File: config.mk
export PLATFORM = sky130hd
export DESIGN_NAME = ucr_usb_control
export DESIGN_NICKNAME = d
export VERILOG_FILES = /design/src/hw/ucr_pkg.sv /design/src/hw/ucr_usb_control.sv
export SDC_FILE = /design/constraint.sdc
export NUM_CORES = 1
export LEC_CHECK = 0
export BUFFER_PORTS_ARGS = -buffer_cell sky130_fd_sc_hd__buf_2
export CAP_MARGIN = 5
export CORE_MARGIN = 3
export CORE_UTILIZATION = 39
export CTS_CLUSTER_SIZE = 24
export DETAILED_ROUTE_END_ITERATION = 8
export PLACE_DENSITY = 0.77
export SETUP_SLACK_MARGIN = 0.15
export SLEW_MARGIN = 0
export SYNTH_ARGS = -nofsm -noshare
export SYNTH_HDL_FRONTEND = slang
export SYNTH_SLANG_ARGS = --single-unit
export TNS_END_PERCENT = 1
File: constraint.sdc
create_clock -name clk -period 1.2 [get_ports clk]
set_input_delay 0.18 -clock clk [delete_from_list [all_inputs] [get_ports clk]]
set_output_delay 0.18 -clock clk [all_outputs]
set_load 0.02 [all_outputs]
File: src/hw/ucr_pkg.sv
/*
 * Package for the USB control register block: register offset, bit
 * positions, reset values and the carrier structs shared by the block.
 * Assumes nothing of its surroundings beyond a SystemVerilog compiler.
 */
`default_nettype none
package ucr_pkg;
   localparam int unsigned ADDR_W          = 12;
   localparam logic [11:0] USB_CONTROL_OFS = 12'hF65;

   localparam int unsigned BIT_PP_RESET    = 6;
   localparam int unsigned BIT_SE0         = 5;
   localparam int unsigned BIT_PKT_DISABLE = 4;
   localparam int unsigned BIT_MOD_ENABLE  = 3;
   localparam int unsigned BIT_RESUME      = 2;
   localparam int unsigned BIT_SUSPEND     = 1;

   localparam logic [7:0]  CTRL_RESET      = 8'h00;
   localparam logic [7:0]  UNMAPPED_READ   = 8'h00;
   localparam logic [1:0]  PPB_NONE        = 2'h0;

   // Software-side request to the register
   typedef struct packed {
      logic [11:0] addr;
      logic [7:0]  wdata;
      logic        wr;
      logic        rd;
   } ucr_bus_req_t;

   // Control levels handed to the interface engine and transceiver
   typedef struct packed {
      logic moduleEnable;
      logic ppPointerReset;
      logic packetDisable;
      logic resumeDrive;
      logic suspendReq;
      logic engineClkEn;
      logic xcvrIdle;
      logic pullupOn;
      logic clearPpIndicators;
   } ucr_ctrl_t;
endpackage
`default_nettype wire

File: src/hw/ucr_usb_control.sv
/*
 * USB control register: enable, ping-pong reset, live single-ended-zero
 * flag, packet lockout on SETUP, resume and suspend controls.
 * Assumes a plain register port on clk with read data one cycle later,
 * an interface engine that reports SETUP tokens as one-cycle pulses and
 * a bus single-ended-zero level arriving asynchronously from the pins.
 */
// Added by the designer: the plain strobed port.
// Behaviour
// RULE1: Bits 7 and 0 read as zero
// RULE2: Ping-pong reset forces pointers to even bank
// RULE3: Firmware clears ping-pong reset itself
// RULE4: Ping-pong reset ignored without ping-pong mode
// RULE5: Bit 5 shows live single-ended zero
// RULE6: SETUP sets packet disable, halting engine
// RULE7: Packet disable only clearable by firmware
// RULE8: Status FIFO stays readable while disabled
// RULE9: Module enable attaches, clear detaches
// RULE10: Firmware configures USB clock before enable
// RULE11: Resume bit drives resume signalling
// RULE12: Firmware holds resume for 10 ms
// RULE13: Suspend stops engine clock, low power
// RULE14: Suspend follows idle, clears after activity
// RULE15: Suspended device stays attached, outputs idle
// RULE16: No suspend before a bus-idle request
// RULE17: Enable clears indicators, turns on pull-ups
// RULE18: Firmware clears suspend before disabling
// RULE19: Single-ended zero synchronised before reading
`default_nettype none
module ucr_usb_control (
   // Clock and reset
   input  wire logic                clk,
   input  wire logic                nrst,
   // Register port
   input  wire ucr_pkg::ucr_bus_req_t busReq,
   output logic [7:0]               rdata,
   // Interface engine and configuration
   input  wire logic                setupToken,
   input  wire logic [1:0]          pingpongMode,
   input  wire logic                pullupEnable,
   input  wire logic                statusFifoPending,
   output logic                     statusFifoReadable,
   // Bus condition from the pins
   input  wire logic                busSe0,
   // Controls to engine and transceiver
   output ucr_pkg::ucr_ctrl_t       ctrl
);
   logic       ppReset_q;
   logic       pktDisable_q;
   logic       modEnable_q;
   logic       resume_q;
   logic       suspend_q;
   logic       enablePrev_q;
   logic [2:0] se0Sync_q;
   logic       se0Live_q;
   logic [7:0] rdata_q;
   logic       ctrlWrite;
   logic [7:0] readValue;

   assign ctrlWrite = busReq.wr &&
                      (busReq.addr == ucr_pkg::USB_CONTROL_OFS);

   // Plain writable bits; no self-clear on ping-pong reset
   always_ff @(posedge clk or negedge nrst) begin
      if (!nrst) begin
         ppReset_q   <= 1'b0;
         modEnable_q <= 1'b0;
         resume_q    <= 1'b0;
         suspend_q   <= 1'b0;
      end else if (ctrlWrite) begin
         ppReset_q   <= busReq.wdata[ucr_pkg::BIT_PP_RESET]; // RULE3
         modEnable_q <= busReq.wdata[ucr_pkg::BIT_MOD_ENABLE]; // RULE9
         resume_q    <= busReq.wdata[ucr_pkg::BIT_RESUME]; // RULE11
         suspend_q   <= busReq.wdata[ucr_pkg::BIT_SUSPEND]; // RULE13
      end
   end

   // Set by SETUP, cleared only by writing zero; set wins the race
   always_ff @(posedge clk or negedge nrst) begin
      if (!nrst) begin
         pktDisable_q <= 1'b0;
      end else if (setupToken && modEnable_q) begin
         pktDisable_q <= 1'b1; // RULE6
      end else if (ctrlWrite &&
                   !busReq.wdata[ucr_pkg::BIT_PKT_DISABLE]) begin
         pktDisable_q <= 1'b0; // RULE7
      end
   end

   // Three stages; change accepted when second and third agree
   always_ff @(posedge clk or negedge nrst) begin
      if (!nrst) begin
         se0Sync_q <= 3'h0;
         se0Live_q <= 1'b0;
      end else begin
         se0Sync_q <= {se0Sync_q[1:0], busSe0};
         if (se0Sync_q[1] == se0Sync_q[2]) begin
            se0Live_q <= se0Sync_q[2]; // RULE19
         end
      end
   end

   // Rising edge of enable clears ping-pong indicators
   always_ff @(posedge clk or negedge nrst) begin
      if (!nrst) begin
         enablePrev_q <= 1'b0;
      end else begin
         enablePrev_q <= modEnable_q;
      end
   end

   always_comb begin
      readValue = 8'h00; // RULE1
      readValue[ucr_pkg::BIT_PP_RESET]    = ppReset_q;
      readValue[ucr_pkg::BIT_SE0]         = se0Live_q; // RULE5
      readValue[ucr_pkg::BIT_PKT_DISABLE] = pktDisable_q;
      readValue[ucr_pkg::BIT_MOD_ENABLE]  = modEnable_q;
      readValue[ucr_pkg::BIT_RESUME]      = resume_q;
      readValue[ucr_pkg::BIT_SUSPEND]     = suspend_q;
   end

   always_ff @(posedge clk or negedge nrst) begin
      if (!nrst) begin
         rdata_q <= ucr_pkg::CTRL_RESET;
      end else if (busReq.rd) begin
         rdata_q <= (busReq.addr == ucr_pkg::USB_CONTROL_OFS) ?
                    readValue : ucr_pkg::UNMAPPED_READ;
      end else begin
         rdata_q <= 8'h00;
      end
   end
   assign rdata = rdata_q;

   // Controls inert while disabled, apart from packetDisable, which keeps its level
   always_comb begin
      ctrl.moduleEnable      = modEnable_q; // RULE9
      ctrl.ppPointerReset    = modEnable_q && ppReset_q &&
                               (pingpongMode != ucr_pkg::PPB_NONE); // RULE2 RULE4
      ctrl.packetDisable     = pktDisable_q; // RULE6
      ctrl.resumeDrive       = modEnable_q && resume_q &&
                               !suspend_q; // RULE11
      ctrl.suspendReq        = modEnable_q && suspend_q; // RULE13
      ctrl.engineClkEn       = modEnable_q && !suspend_q; // RULE13
      ctrl.xcvrIdle          = !modEnable_q || suspend_q ||
                               pktDisable_q; // RULE15
      ctrl.pullupOn          = modEnable_q && pullupEnable; // RULE17 RULE15
      ctrl.clearPpIndicators = modEnable_q && !enablePrev_q; // RULE17
   end

   // Completion events stay visible despite the lockout
   assign statusFifoReadable = statusFifoPending; // RULE8
endmodule
`default_nettype wire

==> summary.md, run 1 <==
| Metric | Value |
|---|---|
| Run status | finished, violations left |
| Failing checks | negative setup slack |
| Synth Instances | 49 |
| DRC Markers | 0 |
| Final WL | 1320 microns |
| Post-synthesis compound-gate area fraction | 0.0409 |
| Io pins | 48 |
| Root Buffer | clkbuf_4 |
| Setup TNS | -0.703 ns |
| Fraction of registers with async set/reset | 1.00 |
| First-pass DRT Iterations | 2 |
| Area share of xor/xnor cells in the synthesized design | 0 |
| CP peak stage delay | 0.43 ns |
| Initial drt markers | 2 |
| Adder-cell share of the synthesized area | 0.0149 |
| Fin area | 968 sq um |
| CP cell instances | buf_4 > and2_1 > buf_2 |
| Largest family of logic cells by synthesized area | simple AND/OR/NAND/NOR gates |
| DIE AREA | 0.00226 sq mm |
| P&R area growth vs syn | 43.9% |
| Die Span Y | 47.5 microns |
| Die Width | 47.5 microns |
| Placed cell area | 877 sq um |
| Share of the synthesized area in the top cell type | 0.595 |
| Period utilisation layout | 1.11 |
| Rows | 14 |
| Synth Area in Simple Gates | 0.216 |
| Slew Limit Fails | 0 |
| H-tree depth | 1 |
| Synth area leader | dfrtp_1 |
| Total gr overflow | 0 |
| Largest delay share family, worst path | flip-flops |
| Routability-driven placement congestion ratio | 0.707 |
| Top cells by area, synth | dfrtp_1, and2_1, mux2_2 |
| Num Clock Sinks | 16 |
| WHS | 0.132 ns |
| Area of the core | 0.00156 sq mm |
| Initial antenna violation count | 0 |
| Clock slew at reported path FFs | 0.09 ns |
| Fmax achieved | 0.749 GHz |
| Number of CTS-inserted buffers | 3 |
| Tot GR Track Use | 0.121 |
| Worst Skew | 0.00280 ns |
| Slowest cell on the critical path | dfrtp_1 |
| Synth cell count leaders | dfrtp_1, and2_1, buf_4 |
| Setup ws final | -0.135 ns |
| Post-Syn Area | 673 sq um |
| Synth Warn # | 0 |
| Max_cap viols | 0 |
| Cell count after placement | 102 |
| Final Hold Fails | 0 |
| Worst VDD drop | 0.563 mV |
| Critical Path AT | 1.15 ns |
| Initial Util | 0.432 |
| CP Capture Type | output port |
| Clock Latency Late Sink | 0.28 ns |
| Port Buf Inserts | 40 |
| Average wire per cell in the routed design | 12.0 microns |
| Largest net degree at the start of global routing | 17 |
| Final setup fails | 8 |
| RSZ-0062 raised after global routing | true |
| Routed vias/inst | 4.62 |
| Min-Delay Path Class | input port to register |
| Synth Flop Type | dfrtp_1 |
| Portion of netlist area occupied by mux cells | 0.0669 |
| FF/Latch Area | 400 sq um |
| Pwr dens | 999 mW/mm^2 |
| Filler cell count | 133 |
| Seq cells post-synth | 16 |
| Number of library cell types mapped by synthesis | 17 |
| Vias | 508 |
| Mean Syn Cell Area | 13.7 sq um |
| Final worst path period need | 1.33 ns |
| Post-DRT Antenna Nets | 0 |
| Fin util | 0.621 |
| Layout Nets | 125 |
| Crit path buffers/inverters | 2 |
| Post-synthesis sequential area ratio | 0.595 |
| CP Data Required Time | 1.02 ns |
| Area of the multi-input gates | 245 sq um |
| Vias in the first global route | 455 |
| Setup Crit Path Kind | register to output port |
| Worst setup SP type | register |
| First-pass GRT wire length | 1840 microns |
| CTS tree | built |
| Count leader, synth | dfrtp_1 |
| CP Max Fanout | 6 |
| Post-Layout Cell Count | 110 |
| Share of layout cells above drive strength 1 | 0.606 |
| HPWL after DPL | 1000 microns |
| Clk buf depth | 2 |
| Leakage | 0.549 nW |
| Number of diodes | 0 |
| EDFF count, synth | 0 |
-- power breakdown --
group          switching [W]  leakage [nW]  internal [W]  total (W)
combinational      0.0000320         0.319     0.0000407  0.0000727
sequential        0.00000446         0.209      0.000548   0.000552
clock               0.000158        0.0210      0.000184   0.000342
total               0.000194         0.549      0.000773   0.000967
-- kinds of logic after synthesis --
logic type / count (synthesis)
compound gates: 3
fa+ha+maj: 1
buf+inv: 6
flops: 16
mux: 4
other cells: 1
simple gates: 18
-- through the flow --
step                worst slack, ns  power, W
finish                       -0.135  0.000967
global route                 -0.180   0.00100
CTS                          -0.143  0.000980
detailed placement           0.0239  0.000631
global placement             0.0324  0.000629
floorplan                     0.151  0.000590
-- registers in the layout, summed over array words and instances, names as in the netlist --
signal,cells
rdata,6
se0Sync_q,3
enablePrev_q,1
modEnable_q,1
pktDisable_q,1
ppReset_q,1
resume_q,1
se0Live_q,1
suspend_q,1
-- worst paths after layout --
check                                         from                       end  slack, ns  cells past startpoint
max in group asynchronous                     nrst        rdata[6]$_DFF_PN0_       0.62                      2
hold reg to reg             se0Sync_q[0]$_DFF_PN0_    se0Sync_q[1]$_DFF_PN0_       0.36                      0
min in group asynchronous                     nrst        rdata[5]$_DFF_PN0_       0.33                      2
hold / removal                          setupToken  pktDisable_q$_DFFE_PN0P_       0.13                      2
setup reg to reg           modEnable_q$_DFFE_PN0P_  pktDisable_q$_DFFE_PN0P_       0.21                      2
setup / recovery           modEnable_q$_DFFE_PN0P_                   ctrl[1]      -0.13                      3
-- final cells by class --
cell class | count | share of cell area
inverter | 1 | 0.00388
tap | 16 | 0.0207
timing repair buffer | 45 | 0.271
sequential | 16 | 0.413
clock buffer | 4 | 0.0375
multi-input combinational | 28 | 0.253
-- cell usage in the layout, fill, tap and decap left out --
cell	Yosys	routed
o211a_1	1	1
nor2b_1	2	1
clkbuf_4	0	3
a21boi_0	1	1
inv_1	1	1
and4bb_2	2	2
dfrtp_1	16	16
nand4_4	1	1
and2_1	9	8
a221o_1	1	1
dlygate4sd3_1	0	2
and4_1	1	1
buf_2	0	35
and2_4	0	1
mux2_2	4	4
buf_6	0	2
conb_1	1	2
nor2b_4	0	1
nand3_1	1	1
buf_4	5	6
and4_2	1	1
nand2b_1	1	1
clkbuf_8	0	1
maj3_1	1	1
-- layer usage --
layer,vias up,share of wire,GRT usage
met4,0,0.022,0.0968
met5,-,0,0
met2,30,0.47,0.193
met1,225,0.42,0.142
met3,2,0.088,0.0226
li1,251,-,-
-- repair_timing --
item	CTS	global route
gates resized for setup	5	2
setup endpoints to repair	9	9
pin swaps	0	1
buffers inserted	2	0
hold buffers	2	0
hold endpoints to repair	17	0
Note: power is estimated with default switching activity, not from simulation.
==> run 2: changes to the inputs <==
--- a/config.mk
+++ b/config.mk
@@ -7,7 +7,7 @@
 export LEC_CHECK = 0
 export BUFFER_PORTS_ARGS = -buffer_cell sky130_fd_sc_hd__buf_2
 export CAP_MARGIN = 5
-export CORE_MARGIN = 3
+export CORE_MARGIN = 10
 export CORE_UTILIZATION = 39
 export CTS_CLUSTER_SIZE = 24
 export DETAILED_ROUTE_END_ITERATION = 8
==> summary.md, run 2 (synthesis gave the netlist of run 1 again) <==
| Metric | Value |
|---|---|
| Fin util | 0.629 |
| Die Width | 61.5 microns |
| Sequential power share | 0.570 |
| CP peak stage delay | 0.46 ns |
| Number of CTS-inserted buffers | 3 |
| Slowest cell on the critical path | dfrtp_2 |
| First-pass GRT wire length | 2640 microns |
| Initial Util | 0.427 |
| Tot GR Track Use | 0.0953 |
| Largest net degree at the start of global routing | 17 |
| Setup Crit Path Kind | register to output port |
| R2R setup slack | 0.07 ns |
| CTS tree | built |
| R2R depth | 3 |
| Critical Path AT | 1.13 ns |
| Initial drt markers | 5 |
| Fmax achieved | 0.762 GHz |
| Vias | 523 |
| Number of diodes | 0 |
| Die Span Y | 61.5 microns |
| Comb power frac | 0.076 |
| HPWL after DPL | 1370 microns |
| Clock slew at reported path FFs | 0.09 ns |
| Crit path buffers/inverters | 1 |
| Final worst path period need | 1.31 ns |
| Share of layout cells above drive strength 1 | 0.624 |
| Layout Nets | 124 |
| Initial antenna violation count | 0 |
| CP Max Fanout | 6 |
| Post-Layout Cell Count | 109 |
| Total gr overflow | 0 |
| Max FFs per register | 6 |
| P_sw | 0.000195 W |
| Worst Skew | 0.00459 ns |
| Slew Limit Fails | 0 |
| P&R area growth vs syn | 47.4% |
| Run status | finished, violations left |
| CP Data Required Time | 1.02 ns |
| Port Buf Inserts | 40 |
| DIE AREA | 0.00379 sq mm |
| Io pins | 48 |
| Crit. path cell count | 3 |
| Average wire per cell in the routed design | 15.6 microns |
| First-pass DRT Iterations | 4 |
| DRC Markers | 0 |
| H-tree depth | 1 |
| Num Clock Sinks | 16 |
| Area of the core | 0.00158 sq mm |
| Final WL | 1700 microns |
| Final Hold Fails | 0 |
| Routability-driven placement congestion ratio | 0.708 |
| Post-DRT Antenna Nets | 0 |
| Cell count after placement | 102 |
| Dpl ws | -0.00160 ns |
| CP Launch Point | modEnable_q$_DFFE_PN0P_ |
| Switching Share | 0.202 |
| Period utilisation layout | 1.09 |
| Pint | 0.000773 W |
| Leakage | 0.553 nW |
| RSZ-0062 raised after global routing | true |
| Failing checks | negative setup slack |
| Most common cell after layout, fill and taps aside | buf_2 |
| Clock Latency Late Sink | 0.28 ns |
| WHS Path Cells | 2 |
| Vias in the first global route | 590 |
| Largest delay share family, worst path | flip-flops |
| Clk buf depth | 2 |
| Routed vias/inst | 4.80 |
| Final setup fails | 6 |
| Pwr dens | 976 mW/mm^2 |
| Min-Delay Path Class | input port to register |
| Worst Min Path Start | busReq[5] |
| Commonest cells after routing, fill and taps aside | buf_2, dfrtp_1, and2_1, buf_6 |
| Filler cell count | 141 |
| Clock power frac | 0.353 |
| Setup ws final | -0.111 ns |
| Worst setup SP type | register |
| CP cell instances | nor2b_4 > and2_4 > buf_6 |
| Root Buffer | clkbuf_4 |
| CP Capture Type | output port |
| Worst VDD drop | 0.575 mV |
| R2R Path Start | modEnable_q$_DFFE_PN0P_ |
| Rows | 14 |
| Setup TNS | -0.314 ns |
| Max_cap viols | 0 |
==> run 2: changes by cell type in the layout (fill, tap and decap cells not counted) <==
cell,previous run,this run
and2_1,8,7
and2_4,1,2
buf_2,35,33
buf_4,6,2
buf_6,2,7
dfrtp_1,16,15
dfrtp_2,0,1
mux2_2,4,3
mux2_4,0,1
==> run 2: area by class of cell <==
class,instances,area (sq um),share of cell area
repair buffers,44,279,0.281
clock buffers,4,36.3,0.0366
inverters,1,3.75,0.00378
multi-input cells,28,251,0.253
flip-flops and latches,16,402,0.405
well taps,16,20.0,0.0202
==> run 2: repair_timing <==
item	CTS	global route
pin swaps	2	2
gates resized for setup	12	5
setup buffers	1	0
cloned	0	0
endpoints found under the setup margin	9	11
hold buffers	2	0
endpoints found under the hold margin	17	0
==> run 2: power by group through the flow <==
stage	Clock [W]	Combinational (W)	Sequential (W)
after global routing	0.000377	0.0000843	0.000554
after floorplan	0	0.0000278	0.000562
after CTS	0.000353	0.0000750	0.000552
final	0.000342	0.0000740	0.000552
after global placement	0	0.0000660	0.000562
after detailed placement	0	0.0000687	0.000563
==> run 2: worst paths after layout <==
path | to
max in group asynchronous | modEnable_q$_DFFE_PN0P_
worst max-delay path | ctrl[5]
worst min register to register | se0Sync_q[1]$_DFF_PN0_
worst min-delay path | modEnable_q$_DFFE_PN0P_
worst max register to register | pktDisable_q$_DFFE_PN0P_
min in group asynchronous | rdata[1]$_DFF_PN0_
==> run 2: worst reg2reg max path, cell delays in order (launching register included) <==
cell     delay, ns
dfrtp_2       0.46
buf_6         0.13
buf_4         0.13
a221o_1       0.30
==> run 2: stage by stage <==
step	hold slack (ns)	area (sq um)	power [W]
floorplan	-0.116	687	0.000590
detailed placement	0.104	877	0.000632
CTS	0.123	977	0.000980
global placement	0.0983	877	0.000628
finish	0.130	992	0.000969
global route	0.121	992	0.00102
==> run 2: per-layer routing <==
metal,vias up,track usage,share of wire
li1,248,-,-
met2,31,0.161,0.49
met3,0,0.0432,0.11
met5,-,0,0
met1,244,0.0906,0.40
met4,0,0.0669,0
==> run 3: changes to the inputs <==
==> constraint.sdc (replaced) <==
create_clock -name clk -period 1.2 [get_ports clk]
set_input_delay 0.18 -clock clk [delete_from_list [all_inputs] [get_ports clk]]
set_output_delay 0.18 -clock clk [all_outputs]
set_load 0.1 [all_outputs]
==> summary.md, run 3 (synthesis gave the netlist of run 1 again) <==
| Metric | Value |
|---|---|
| Largest net degree at the start of global routing | 17 |
| Clock Latency Late Sink | 0.29 ns |
| Io pins | 48 |
| Clock power frac | 0.296 |
| Period utilisation layout | 1.17 |
| Number of CTS-inserted buffers | 3 |
| Share of layout cells above drive strength 1 | 0.652 |
| Rows | 14 |
| Initial antenna violation count | 0 |
| Setup Crit Path Kind | register to output port |
| P&R area growth vs syn | 75.6% |
| Comb power frac | 0.111 |
| DRC Markers | 0 |
| Layout Nets | 124 |
| Setup TNS | -1.07 ns |
| First-pass GRT wire length | 2790 microns |
| R2R depth | 2 |
| Vias in the first global route | 614 |
| Crit path buffers/inverters | 1 |
| Largest delay share family, worst path | flip-flops |
| Dpl ws | 0.00325 ns |
| Tot GR Track Use | 0.103 |
| Clk buf depth | 2 |
| Routed vias/inst | 4.91 |
| Final worst path period need | 1.41 ns |
| Leakage | 0.590 nW |
| Vias | 530 |
| Total gr overflow | 0 |
| Commonest cells after routing, fill and taps aside | buf_2, dfrtp_1, buf_12 |
| P_sw | 0.000224 W |
| Setup ws final | -0.209 ns |
| Die Span Y | 61.5 microns |
| Post-DRT Antenna Nets | 0 |
| Critical Path AT | 1.23 ns |
| CP peak stage delay | 0.40 ns |
| Final Hold Fails | 0 |
| CP Capture Type | output port |
| Clock slew at reported path FFs | 0.09 ns |
| Root Buffer | clkbuf_4 |
| CP cell instances | nor2b_4 > and2_4 > buf_12 |
| Crit. path cell count | 3 |
| Die Width | 61.5 microns |
| Fmax achieved | 0.710 GHz |
| Switching Share | 0.240 |
| Initial drt markers | 7 |
| WHS Path Cells | 2 |
| Min-Delay Path Class | input port to register |
| H-tree depth | 1 |
| CP Data Required Time | 1.02 ns |
| Port Buf Inserts | 40 |
| Worst Skew | 0.00566 ns |
| Setup Fix Bufs, Post-CTS | 0 |
| Sequential power share | 0.593 |
| Max_cap viols | 0 |
| Number of diodes | 0 |
| CTS tree | built |
| Final WL | 1900 microns |
| Final setup fails | 8 |
| Pint | 0.000707 W |
| First-pass DRT Iterations | 3 |
| Worst setup SP type | register |
| Routability-driven placement congestion ratio | 0.712 |
| DIE AREA | 0.00379 sq mm |
| Average wire per cell in the routed design | 17.6 microns |
| Initial Util | 0.427 |
| Area of the core | 0.00158 sq mm |
| Total power | 0.000931 W |
| RSZ-0062 raised after global routing | true |
| Most common cell after layout, fill and taps aside | buf_2 |
| Pwr dens | 787 mW/mm^2 |
| Worst VDD drop | 0.652 mV |
| Run status | finished, violations left |
| Failing checks | negative setup slack |
| Slowest cell on the critical path | dfrtp_1 |
| Max FFs per register | 6 |
| Slew Limit Fails | 0 |
| CP Max Fanout | 3 |
| Num Clock Sinks | 16 |
run 3: routing by layer:
layer  vias up  track usage  part of all wire
met5         -            0                 0
met4         0       0.0669             0.024
met3         4       0.0473              0.12
met2        38        0.165              0.47
met1       240        0.105              0.38
li1        248            -                 -
run 3: final cells by class:
class | instances | area (sq um)
repair buffers | 44 | 464
flip-flops and latches | 16 | 402
fillers | 101 | 394
multi-input cells | 28 | 270
clock buffers | 3 | 22.5
well taps | 16 | 20.0
inverters | 1 | 3.75
run 3: path summary, 6_finish.rpt:
| kind | startpoint | end | slack (ns) |
|---|---|---|---|
| min in group asynchronous | nrst | rdata[1]$_DFF_PN0_ | 0.33 |
| max reg2reg | modEnable_q$_DFFE_PN0P_ | pktDisable_q$_DFFE_PN0P_ | 0.21 |
| min reg2reg | se0Sync_q[0]$_DFF_PN0_ | se0Sync_q[1]$_DFF_PN0_ | 0.37 |
| max in group asynchronous | nrst | pktDisable_q$_DFFE_PN0P_ | 0.59 |
| max | modEnable_q$_DFFE_PN0P_ | ctrl[5] | -0.21 |
| min | busReq[5] | modEnable_q$_DFFE_PN0P_ | 0.12 |
run 3: worst reg2reg max path, cell delays in order, from the launching register on:
cell     delay [ns]
dfrtp_1        0.42
buf_6          0.15
a221o_1        0.30
run 3: per-stage QoR:
step / cells / area [sq um] / util / hold slack, ns
after CTS: 107 / 1170 / 0.744 / 0.00370
after global routing: 108 / 1180 / 0.750 / 0.126
final: 108 / 1180 / 0.750 / 0.117
after detailed placement: 103 / 1120 / 0.710 / 0.101
after global placement: 103 / 1120 / 0.710 / 0.0945
after floorplan: 50 / 697 / - / -0.116
run 3: what timing repair did:
action | in CTS | in global routing
resized for setup | 5 | 0
endpoints found under the hold margin | 16 | 1
pin swaps | 2 | 0
hold buffers | 1 | 1
setup endpoints to repair | 10 | 15
run 3: power by group through the flow:
stage,registers (W),logic (W),clock network (W)
after floorplan,0.000562,0.0000638,0
after global placement,0.000562,0.0000932,0
after detailed placement,0.000563,0.0000990,0
after CTS,0.000552,0.000103,0.000276
after global routing,0.000553,0.000112,0.000297
final,0.000552,0.000104,0.000275
